## config.mk

```make
export PLATFORM = sky130hd
export DESIGN_NAME = febp_flash_erase_block_protect
export DESIGN_NICKNAME = d
export VERILOG_FILES = /design/src/hw/febp_pkg.sv /design/src/hw/febp_reset_sync.sv /design/src/hw/febp_flash_erase_block_protect.sv
export SDC_FILE = /design/constraint.sdc
export NUM_CORES = 1
export LEC_CHECK = 0
export ABC_AREA = 1
export BUFFER_PORTS_ARGS = -buffer_cell sky130_fd_sc_hd__buf_2
export CAP_MARGIN = 5
export CORE_MARGIN = 5
export CORE_UTILIZATION = 45
export CTS_CLUSTER_DIAMETER = 200
export DETAILED_ROUTE_END_ITERATION = 8
export GPL_TIMING_DRIVEN = 0
export PLACE_DENSITY = 0.73
export REMOVE_ABC_BUFFERS = 1
export SETUP_SLACK_MARGIN = 0.1
export SLEW_MARGIN = 40
export SYNTH_ARGS = -nofsm -noshare
export SYNTH_HDL_FRONTEND = slang
export SYNTH_HIERARCHICAL = 1
export SYNTH_SLANG_ARGS = --single-unit
```

## constraint.sdc

```tcl
create_clock -name clk -period 1.05 [get_ports clk]
set_input_delay 0.21 -clock clk [delete_from_list [all_inputs] [get_ports clk]]
set_output_delay 0.21 -clock clk [all_outputs]
set_load 0.01 [all_outputs]
```

## src/hw/febp_pkg.sv

```systemverilog
package febp_pkg;

  // ----------------------------------------------------------------------
  // Register map, indexed by word on the plain register port.
  // ----------------------------------------------------------------------
  localparam logic [3:0] FEBP_ADDR_CTRL_ONE  = 4'h0;
  localparam logic [3:0] FEBP_ADDR_CTRL_TWO  = 4'h1;
  localparam logic [3:0] FEBP_ADDR_SEL_LOW   = 4'h2;
  localparam logic [3:0] FEBP_ADDR_SEL_HIGH  = 4'h3;
  localparam logic [3:0] FEBP_ADDR_RAM_EMUL  = 4'h4;

  // ----------------------------------------------------------------------
  // Field positions and reset values.
  // ----------------------------------------------------------------------
  localparam int         FEBP_BIT_PROG        = 0;
  localparam int         FEBP_BIT_ERASE       = 1;
  localparam int         FEBP_BIT_SWE_LOW     = 6;
  localparam int         FEBP_BIT_SWE_HIGH    = 7;
  localparam int         FEBP_BIT_RAM_OVL     = 3;
  localparam int         FEBP_BLOCKS          = 12;
  localparam logic [7:0] FEBP_RESET_BYTE      = 8'h00;
  localparam logic [7:0] FEBP_SEL_HIGH_MASK   = 8'h0F;
  localparam logic [7:0] FEBP_CTRL_ONE_MASK   = 8'hC3;
  localparam logic [7:0] FEBP_RAM_EMUL_MASK   = 8'h08;

  // ----------------------------------------------------------------------
  // Flash read-protected address ranges.
  // ----------------------------------------------------------------------
  localparam logic [23:0] FEBP_LOW_AREA_FIRST  = 24'h00_0000;
  localparam logic [23:0] FEBP_LOW_AREA_LAST   = 24'h03_FFFF;
  localparam logic [23:0] FEBP_HIGH_AREA_FIRST = 24'h04_0000;
  localparam logic [23:0] FEBP_HIGH_AREA_LAST  = 24'h07_FFFF;

  // Operating modes that enable the on-chip flash.
  localparam logic [2:0]  FEBP_MODE_FLASH_A    = 3'h6;
  localparam logic [2:0]  FEBP_MODE_FLASH_B    = 3'h7;

  // Register bus request carried as one bundle.
  typedef struct packed {
    logic [3:0] addr;
    logic [7:0] wdata;
    logic       wr;
    logic       rd;
  } febp_bus_t;

  // Flash operation state.
  typedef enum logic [1:0] {
    FEBP_IDLE,
    FEBP_PROGRAM,
    FEBP_ERASE
  } febp_state_t;

endpackage : febp_pkg

```

## src/hw/febp_reset_sync.sv

```systemverilog
`timescale 1ns/1ns
`default_nettype none

// Releases the asynchronous reset through two flip-flops.
module febp_reset_sync
(
  input  wire logic clk,
  input  wire logic rst_n,
  output var  logic rstSync_n
);

  logic stage_reg;

  // ----------------------------------------------------------------------
  // Synchroniser.
  // ----------------------------------------------------------------------

  // Assert at once, release after two edges.
  always_ff @(posedge clk or negedge rst_n)
  begin
    if (!rst_n)
    begin
      stage_reg <= 1'b0;
      rstSync_n <= 1'b0;
    end
    else
    begin
      stage_reg <= 1'b1;
      rstSync_n <= stage_reg;
    end
  end

endmodule : febp_reset_sync

`default_nettype wire

```

## src/hw/febp_flash_erase_block_protect.sv

```systemverilog
// Local design decisions: the address-and-strobe port and the placing of the registers.
`timescale 1ns/1ns
`default_nettype none

module febp_flash_erase_block_protect
  import febp_pkg::*;
(
  input  wire logic                    clk,
  input  wire logic                    rst_n,
  input  wire logic [3:0]              regAddr,
  input  wire logic [7:0]              regWdata,
  input  wire logic                    regWr,
  input  wire logic                    regRd,
  output var  logic [7:0]              regRdata,
  input  wire logic                    flashWriteEnablePin,
  input  wire logic [2:0]              opMode,
  input  wire logic                    standby,
  input  wire logic [23:0]             flashReadAddr,
  input  wire logic                    flashReadReq,
  output logic                         flashReadBlocked,
  output logic                         userProgramMode,
  output logic                         ramOverlapActive,
  output logic [FEBP_BLOCKS-1:0]       eraseAllowed,
  output logic                         programActive,
  output logic                         eraseActive
);

  // ----------------------------------------------------------------------
  // Declarations.
  // ----------------------------------------------------------------------
  febp_bus_t                bus;
  febp_state_t              state_reg;
  febp_state_t              state_next;
  logic                     rstSync_n;
  logic [7:0]               ctrlOne_reg;
  logic [7:0]               ctrlOne_next;
  logic [7:0]               ctrlTwo_reg;
  logic [7:0]               ctrlTwo_next;
  logic [7:0]               selLow_reg;
  logic [7:0]               selLow_next;
  logic [7:0]               selHigh_reg;
  logic [7:0]               selHigh_next;
  logic [7:0]               ramEmul_reg;
  logic [7:0]               ramEmul_next;
  logic [7:0]               rdata_next;
  logic                     flashEnabled;
  logic                     swEnable;
  logic                     selClear;
  logic                     protectedSw;
  logic [FEBP_BLOCKS-1:0]   selAll;
  logic [3:0]               selCount;

  // ----------------------------------------------------------------------
  // Reset release.
  // ----------------------------------------------------------------------
  febp_reset_sync u_reset_sync
  (
    .clk       (clk),
    .rst_n     (rst_n),
    .rstSync_n (rstSync_n)
  );

  // Bundle the register port.
  assign bus = '{addr: regAddr, wdata: regWdata, wr: regWr, rd: regRd};

  // ----------------------------------------------------------------------
  // Mode and protection decode.
  // ----------------------------------------------------------------------

  // Flash is enabled only in the two flash modes; user program mode needs the pin.
  assign flashEnabled    = (opMode == FEBP_MODE_FLASH_A) || (opMode == FEBP_MODE_FLASH_B);
  assign userProgramMode = flashEnabled && flashWriteEnablePin;
  assign swEnable        = ctrlOne_reg[FEBP_BIT_SWE_LOW] | ctrlOne_reg[FEBP_BIT_SWE_HIGH];
  assign selClear        = standby || !flashWriteEnablePin || !swEnable;
  assign selAll          = {selHigh_reg[3:0], selLow_reg};
  assign protectedSw     = !userProgramMode || !swEnable || (selAll == '0
                           && ctrlOne_reg[FEBP_BIT_ERASE]) || ramEmul_reg[FEBP_BIT_RAM_OVL];
  assign ramOverlapActive = ramEmul_reg[FEBP_BIT_RAM_OVL];

  // One erase strobe per selected block, only while erasing.
  genvar gi;
  generate
    for (gi = 0; gi < FEBP_BLOCKS; gi++)
    begin : g_erase
      assign eraseAllowed[gi] = selAll[gi] && (state_reg == FEBP_ERASE);
    end
  endgenerate

  assign programActive = (state_reg == FEBP_PROGRAM);
  assign eraseActive   = (state_reg == FEBP_ERASE);

  // Reads are blocked in the area whose software enable is set.
  always_comb
  begin
    flashReadBlocked = 1'b0;
    if (flashReadReq && ctrlOne_reg[FEBP_BIT_SWE_LOW]
        && flashReadAddr >= FEBP_LOW_AREA_FIRST && flashReadAddr <= FEBP_LOW_AREA_LAST)
    begin
      flashReadBlocked = 1'b1;
    end
    if (flashReadReq && ctrlOne_reg[FEBP_BIT_SWE_HIGH]
        && flashReadAddr >= FEBP_HIGH_AREA_FIRST && flashReadAddr <= FEBP_HIGH_AREA_LAST)
    begin
      flashReadBlocked = 1'b1;
    end
  end

  // ----------------------------------------------------------------------
  // Register next values.
  // ----------------------------------------------------------------------

  // Counts set select bits after the write has been merged.
  function automatic logic [3:0] count_bits(input logic [FEBP_BLOCKS-1:0] v);
    logic [3:0] n;
    n = '0;
    for (int i = 0; i < FEBP_BLOCKS; i++)
    begin
      n = n + {3'b000, v[i]};
    end
    return n;
  endfunction : count_bits

  // Computes the control, select and RAM overlap register next values.
  always_comb
  begin
    ctrlOne_next = ctrlOne_reg;
    ctrlTwo_next = ctrlTwo_reg;
    selLow_next  = selLow_reg;
    selHigh_next = selHigh_reg;
    ramEmul_next = ramEmul_reg;
    if (bus.wr)
    begin
      unique case (bus.addr)
        FEBP_ADDR_CTRL_ONE: ctrlOne_next = bus.wdata & FEBP_CTRL_ONE_MASK;
        FEBP_ADDR_SEL_LOW:
        begin
          if (flashEnabled)
          begin
            selLow_next = bus.wdata;
          end
        end
        FEBP_ADDR_SEL_HIGH:
        begin
          if (flashEnabled)
          begin
            selHigh_next = bus.wdata & FEBP_SEL_HIGH_MASK;
          end
        end
        FEBP_ADDR_RAM_EMUL: ramEmul_next = bus.wdata & FEBP_RAM_EMUL_MASK;
        default: ;
      endcase
    end
    // Request bits are dropped while protection holds.
    if (protectedSw)
    begin
      ctrlOne_next[FEBP_BIT_PROG]  = 1'b0;
      ctrlOne_next[FEBP_BIT_ERASE] = 1'b0;
    end
    if (standby)
    begin
      ctrlOne_next = FEBP_RESET_BYTE;
      ctrlTwo_next = FEBP_RESET_BYTE;
    end
    selCount = count_bits({selHigh_next[3:0], selLow_next});
    if (selCount > 4'h1 || selClear)
    begin
      selLow_next  = FEBP_RESET_BYTE;
      selHigh_next = FEBP_RESET_BYTE;
    end
    ctrlTwo_next[FEBP_BIT_PROG]  = (state_next == FEBP_PROGRAM);
    ctrlTwo_next[FEBP_BIT_ERASE] = (state_next == FEBP_ERASE);
  end

  // ----------------------------------------------------------------------
  // Read data.
  // ----------------------------------------------------------------------

  // Selects the read data; the select registers read zero while flash is off.
  always_comb
  begin
    rdata_next = FEBP_RESET_BYTE;
    if (bus.rd)
    begin
      unique case (bus.addr)
        FEBP_ADDR_CTRL_ONE: rdata_next = ctrlOne_reg;
        FEBP_ADDR_CTRL_TWO: rdata_next = ctrlTwo_reg;
        FEBP_ADDR_SEL_LOW:  rdata_next = flashEnabled ? selLow_reg : FEBP_RESET_BYTE;
        FEBP_ADDR_SEL_HIGH: rdata_next = flashEnabled ? selHigh_reg : FEBP_RESET_BYTE;
        FEBP_ADDR_RAM_EMUL: rdata_next = ramEmul_reg;
        default:            rdata_next = FEBP_RESET_BYTE;
      endcase
    end
  end

  // ----------------------------------------------------------------------
  // Program and erase state.
  // ----------------------------------------------------------------------

  // Enters a mode only from an unprotected request bit.
  always_comb
  begin
    state_next = FEBP_IDLE;
    if (!protectedSw && !standby)
    begin
      if (ctrlOne_reg[FEBP_BIT_ERASE] && selAll != '0)
      begin
        state_next = FEBP_ERASE;
      end
      else if (ctrlOne_reg[FEBP_BIT_PROG])
      begin
        state_next = FEBP_PROGRAM;
      end
    end
  end

  // Registers the operation state and its status copy; reset enters the idle state.
  always_ff @(posedge clk or negedge rstSync_n)
  begin
    if (!rstSync_n)
    begin
      state_reg   <= FEBP_IDLE;
      ctrlTwo_reg <= FEBP_RESET_BYTE;
    end
    else
    begin
      state_reg   <= state_next;
      ctrlTwo_reg <= ctrlTwo_next;
    end
  end

  // Registers the request and software-enable bits.
  always_ff @(posedge clk or negedge rstSync_n)
  begin
    if (!rstSync_n)
    begin
      ctrlOne_reg <= FEBP_RESET_BYTE;
    end
    else
    begin
      ctrlOne_reg <= ctrlOne_next;
    end
  end

  // Registers the two block-select registers.
  always_ff @(posedge clk or negedge rstSync_n)
  begin
    if (!rstSync_n)
    begin
      selLow_reg  <= FEBP_RESET_BYTE;
      selHigh_reg <= FEBP_RESET_BYTE;
    end
    else
    begin
      selLow_reg  <= selLow_next;
      selHigh_reg <= selHigh_next;
    end
  end

  // Registers the RAM overlap control.
  always_ff @(posedge clk or negedge rstSync_n)
  begin
    if (!rstSync_n)
    begin
      ramEmul_reg <= FEBP_RESET_BYTE;
    end
    else
    begin
      ramEmul_reg <= ramEmul_next;
    end
  end

  // Registers the read data, which stands for one cycle only.
  always_ff @(posedge clk or negedge rstSync_n)
  begin
    if (!rstSync_n)
    begin
      regRdata <= FEBP_RESET_BYTE;
    end
    else
    begin
      regRdata <= rdata_next;
    end
  end

endmodule : febp_flash_erase_block_protect

`default_nettype wire

```

# After elaboration in Yosys (flattened, before gate mapping)
# Index checks and enable logic that the tools add are counted.
[word_totals]
input_bits = 46
regBits = 39
out_inout_bits = 25
[op_classes]
n_bitwise = 1
n_lt_le_gt_ge = 5
n_reduce_logical = 48
add_sub_neg = 11
n_eq_ne = 10
n_mux = 21
[op_table]
columns = ["op", "count"]
rows = [
  ["$mux 8", 14],
  ["$pmux 8 s5", 1],
  ["$add 4x1->4", 8],
  ["$ge 24x1->1 const B", 1],
  ["$ge 24x19->1 const B", 1],
  ["$le 24x18->1 const B", 1],
  ["$le 24x19->1 const B", 1],
  ["$logic_and 1x1->1", 22],
  ["$logic_not 12->1", 1],
  ["$reduce_bool 12->1", 1],
  ["$reduce_bool 2->1", 5],
  ["$eq 4x2->1 const B", 2],
  ["$logic_or 1x1->1", 7],
  ["$eq 3x3->1 const B", 2],
  ["$mux 2", 3],
  ["$reduce_and 2->1", 3],
  ["$reduce_bool 3->1", 2],
  ["$logic_not 1->1", 5],
  ["$add 3x1->4", 1],
  ["$eq 2x1->1 const B", 2],
  ["$eq 2x2->1 const B", 2],
  ["$eq 4x1->1 const B", 1],
  ["$eq 4x3->1 const B", 1],
  ["$gt 4x1->1 const B", 1],
  ["other kinds (6)", 8],
]

# Depth between registers and ports, before layout
[logic_depth]
word_depth = 20
ltp_mapped = 21

# Cells and area by module
# Netlist, hierarchy kept.
[modules_own_cells]
columns = ["module", "cells_each", "seq_area_each_um2", "instances", "area_per_inst_um2"]
rows = [
  ["febp_flash_erase_block_protect", 263, 725.7, 1, 1884.3],
  ["febp_reset_sync", 3, 50.0, 1, 53.8],
]

# Worst setup path before layout
# OpenSTA, ideal clock, no wires.
[synth_path]
path_type = "in2reg"
startpoint = "input opMode[2]"
endpoint = "register selHigh_reg[1]"
t_required_ns = 0.978
setup_time_ns = 0.072
path_buffers = 1
setup_slack_ns = -3.244
stages = 18
t_arrival_ns = 4.222
cell_sequence = "nand2_2 -> inv_2 -> nand4_2 -> nand2_1 -> nand2_1 -> fa_1 -> inv_1 -> fa_1 -> inv_1 -> fa_1 -> inv_1 -> fa_1 -> ha_1 -> fa_1 -> nor3b_1 -> nand4_1 -> clkbuf_1 -> nor2_1"
[synth_between]
elab_chain_len = 19
word_cells_on_any_way = 23
[synth_rtl]
columns = ["element", "line", "source"]
rows = [
  ["start, declared", "febp_flash_erase_block_protect.sv:16", "input wire logic [2:0] opMode,"],
  ["$eq 3x3->1", "febp_flash_erase_block_protect.sv:71", "assign flashEnabled = (opMode == FEBP_MODE_FLASH_A) || (opMode == FEBP_MODE_FLASH_B);"],
  ["$logic_or 1x1->1 (*)", "febp_flash_erase_block_protect.sv:71", ""],
  ["$mux 8", "febp_flash_erase_block_protect.sv:137", "if (flashEnabled)"],
  ["$mux 8", "febp_flash_erase_block_protect.sv:133", "unique case (bus.addr)"],
  ["$mux 8", "febp_flash_erase_block_protect.sv:131", "if (bus.wr)"],
  ["$add 1x1->2", "febp_flash_erase_block_protect.sv:118", "n = n + {3'b000, v[i]};"],
  ["$add 2x1->3", "febp_flash_erase_block_protect.sv:118", ""],
  ["$add 3x1->4", "febp_flash_erase_block_protect.sv:118", ""],
  ["$add 4x1->4 (8 in series)", "febp_flash_erase_block_protect.sv:118", ""],
  ["$gt 4x1->1", "febp_flash_erase_block_protect.sv:165", "if (selCount > 4'h1 || selClear)"],
  ["$logic_or 1x1->1", "febp_flash_erase_block_protect.sv:165", ""],
  ["$mux 8 (*)", "febp_flash_erase_block_protect.sv:165", ""],
  ["net selHigh_next[1]", "febp_flash_erase_block_protect.sv:42", "logic [7:0] selHigh_next;"],
  ["end signal, assigned", "febp_flash_erase_block_protect.sv:255", "selHigh_reg <= selHigh_next;"],
  ["end, declared", "febp_flash_erase_block_protect.sv:41", "logic [7:0] selHigh_reg;"],
]
# Mark *: on every way through the listed nets, which the timed path passes. The rest lies on a longest branch. The select of a mux whose other input is x is not followed.
# A chain may end at the register's enable or synchronous reset.

# Worst setup path in the final report
[layout_path]
startpoint = "input regAddr[0]"
endpoint = "register selHigh_reg[2]"
[layout_between]
elab_chain_len = 17
word_cells_on_any_way = 20
[layout_rtl]
columns = ["element", "line", "source"]
rows = [
  ["start, declared", "febp_flash_erase_block_protect.sv:10", "input wire logic [3:0] regAddr,"],
  ["$eq 4x2->1", "febp_flash_erase_block_protect.sv:133", ""],
  ["$mux 8", "febp_flash_erase_block_protect.sv:133", ""],
  ["$mux 8", "febp_flash_erase_block_protect.sv:131", ""],
  ["$add 1x1->2", "febp_flash_erase_block_protect.sv:118", ""],
  ["$add 2x1->3", "febp_flash_erase_block_protect.sv:118", ""],
  ["$add 3x1->4", "febp_flash_erase_block_protect.sv:118", ""],
  ["$add 4x1->4 (8 in series)", "febp_flash_erase_block_protect.sv:118", ""],
  ["$gt 4x1->1", "febp_flash_erase_block_protect.sv:165", ""],
  ["$logic_or 1x1->1", "febp_flash_erase_block_protect.sv:165", ""],
  ["$mux 8 (*)", "febp_flash_erase_block_protect.sv:165", ""],
  ["net selHigh_next[2]", "febp_flash_erase_block_protect.sv:42", ""],
]
# Marks and branches as above.

==> summary.md <==
| Metric | Value |
|---|---|
| Status | finished, violations left |
| Failing checks | negative setup slack |
| Setup_tns | -42.57 ns |
| Share of layout cells above drive strength 1 | 50.7% |
| Unrepaired setup endpoints after global routing | yes |
| Clock transition at path regs | 0.07 ns |
| WL final | 7640 um |
| Cell area after synthesis | 1940 um2 |
| Via count | 2334 |
| Clock buffers created by TritonCTS | 5 |
| Die ar. | between 5000 and 6000 um2 |
| VDD IR-drop max | 0.570 mV |
| Power per Cell Area | 901 nW/um2 |
| Vias in the first global route | 2039 |
| 1st-pass router iterations | 9 |
| Commonest non-fill, non-tap cell in the layout | nand2_1 |
| Worst min-delay path category | input pin to flop |
| Die Ht | roughly 76 um |
| Fmax | 241 MHz |
| Power Total | 2.89 mW |
| Finished Cell Area | 3200 um2 |
| Core Area | 4090 um2 |
| Most frequent CP cell | fa_1 |
| Area contributors post-synth | dfrtp_1, nand2_1, inv_1, nor2_1, fa_1 |
| Final setup fails | 34 |
| Max transition margin | 56.0% |
| Initial cell density of the core | 47.4% |
| Setup CP Type | input pin to flop |
| Hold Vio Cnt, Final | 0 |
| Minimum clock period | 4.15 ns |
| Antenna violations before repair | 0 |
| Synth Register Bits | 31 |
| Total GRT Usage | 21.7% |
| H-tree levels | 2 |
| Row count | 23 |
| Dominant cell type by area after synthesis | dfrtp_1 |
| Critical Path Slowest Stage Cell | fa_1 |
| Post-synth top area share | 40.0% |
| Clk sinks | 31 |
| WP data arrival | 4.36 ns |
| CTS tree | done |
| Clk_lat worst skew | 0.29 ns |
| Worst-path cell chain | buf_8 -> nor2_4 -> nand4_4 -> nand2_2 -> nand2_4 -> fa_1 -> inv_2 -> fa_1 -> inv_1 -> fa_1 -> inv_1 -> fa_1 -> ha_2 -> fa_1 -> nor3b_2 -> nand4_1 -> buf_6 -> nor2_1 |
| GRT overflow | 0 |
| Clock Skews | 0.00532 ns |
| DRC Markers | 0 |
| Most frequent cells in the layout | nand2_1, inv_1, buf_2 |
| Vias/cell | around 5.7 |
| Worst Max-Slew Pin Slew | 0.659 ns |
| Max FO, Critical Path | 7 |
| CP delay by family, top | adder cells |
| Unique masters post-synth | 24 |
| Maxcap violations | 0 |
| Final GP Congestion | approximately 0.83 |
| Crit path largest cell delay | 0.55 ns |
| Crit. End Element | flop |
| Tcrit/Tclk final | 395% |
| N_diodes | 0 |
| Die X | 75.6 um |
| CP Launch Type | input pin |
| Final cell count without fillers | 411 |
| LEAKAGE | ~1.6 nW |
| Worst Slack Setup Final | -3.10 ns |
| Worst path buffer plus inverter count | 5 |
| IO buf count | 51 |
| Area growth, synth to finish | 65.3% |
| Final HPWL DP | 3740 um |
| Final Slew Violations | 0 |
| Register area share after synthesis | 40.0% |
| Post-route ant nets | 0 |
| Num ports | 71 |
| Critical Path RT | 1.27 ns |
| First-pass GRT wire length | 9330 um |
| Largest net degree at the start of global routing | 30 |
| Count of nets after finishing | 417 |
| Synth Instances | 266 |
| Syn_area_per_cell | 7.29 um2 |
| Clk buf depth | 2 |
| Placed instance area | 2250 um2 |
| Ys Warns | 6 |
| Clock root buffer | clkbuf_8 |
| DR iter-0 viols | 300 |
| Fillers | between 200 and 250 |
| WL per Instance | 18.6 um |
| Dpl cells | around 360 |
-- routing by layer --
metal  wire (um)  GRT usage, %
met5           0             0
met1        2700          27.0
met3         774          4.88
met2        3710          36.8
met4         453          7.77
-- report_power, final --
group	internal (mW)	switching [mW]	total [mW]
Combinational	0.183	0.215	0.398
Clock	0.768	0.477	1.24
Sequential	1.21	0.0355	1.24
Total	2.16	0.727	2.89
-- final cells by class --
cell class                 count  area, um2  share of cell area [%]
multi-input combinational    176       1280                    40.1
sequential                    31        781                    24.4
timing repair buffer          89        729                    22.8
inverter                      57        229                    7.15
clock buffer                   6       82.6                    2.58
tap                           50       62.6                    1.95
clock inverter                 2       35.0                    1.09
-- cell usage after synthesis --
library cell	instances
nor2_8	1
inv_2	4
a211oi_1	1
clkbuf_1	3
a21oi_1	5
nand2_2	4
nor2_2	1
nand3b_1	1
nand2_1	61
nor3_1	5
inv_1	53
nand4_2	1
ha_1	4
nand3_1	20
conb_1	1
o21ai_0	4
dfrtp_1	31
nand3_2	1
nor2_4	3
fa_1	7
o211ai_1	1
nand4_1	3
nor2_1	50
nor3b_1	1
-- worst reg2reg max path, delay by kind of cell (launching register included) --
kind | cells | cell delay (ns)
buffers and inverters | 5 | 0.44
adder cells (fa/ha/maj) | 6 | 2.59
flip-flops | 1 | 0.40
AND/OR/NAND/NOR | 5 | 0.63
-- stage by stage --
stage               hold WS, ns  worst slack, ns  utilization (%)
finish                   0.0883            -3.10             78.4
global route             0.0934            -3.25             78.4
CTS                      0.0928            -3.01             67.5
detailed placement     -0.00305            -3.92             55.0
global placement       -0.00399            -3.84             54.9
floorplan               -0.0856            -3.28                -
-- cells by family after synthesis --
kind of cell / synth area share [%]
and+or+nand+nor: 35.2
buffers and inverters: 11.6
DFF: 40.0
AOI/OAI and AO/OA: 3.10
adders and majority gates: 9.81
other: 0.193
-- worst paths after layout --
kind / cells after the start / end / startpoint / slack (ns)
max: 18 / selHigh_reg[2] / regAddr[0] / -3.10
min: 2 / ctrlOne_reg[7] / standby / 0.09
max reg2reg: 16 / selHigh_reg[2] / selLow_reg[6] / -3.09
min reg2reg: 0 / ramEmul_reg[3] / u_reset_sync/rstSync_n / 0.30
max in group asynchronous: 0 / state_reg[1] / u_reset_sync/rstSync_n / 0.27
min in group asynchronous: 2 / u_reset_sync/stage_reg / rst_n / 0.23
-- timing repair --
item,CTS,global route
cloned,2,0
endpoints found under the hold margin,2,0
setup endpoints to repair,44,48
pin swaps,34,36
hold buffers,1,0
setup buffers,20,19
resized for setup,70,83
No activity file was read; power rests on OpenSTA's default activity.
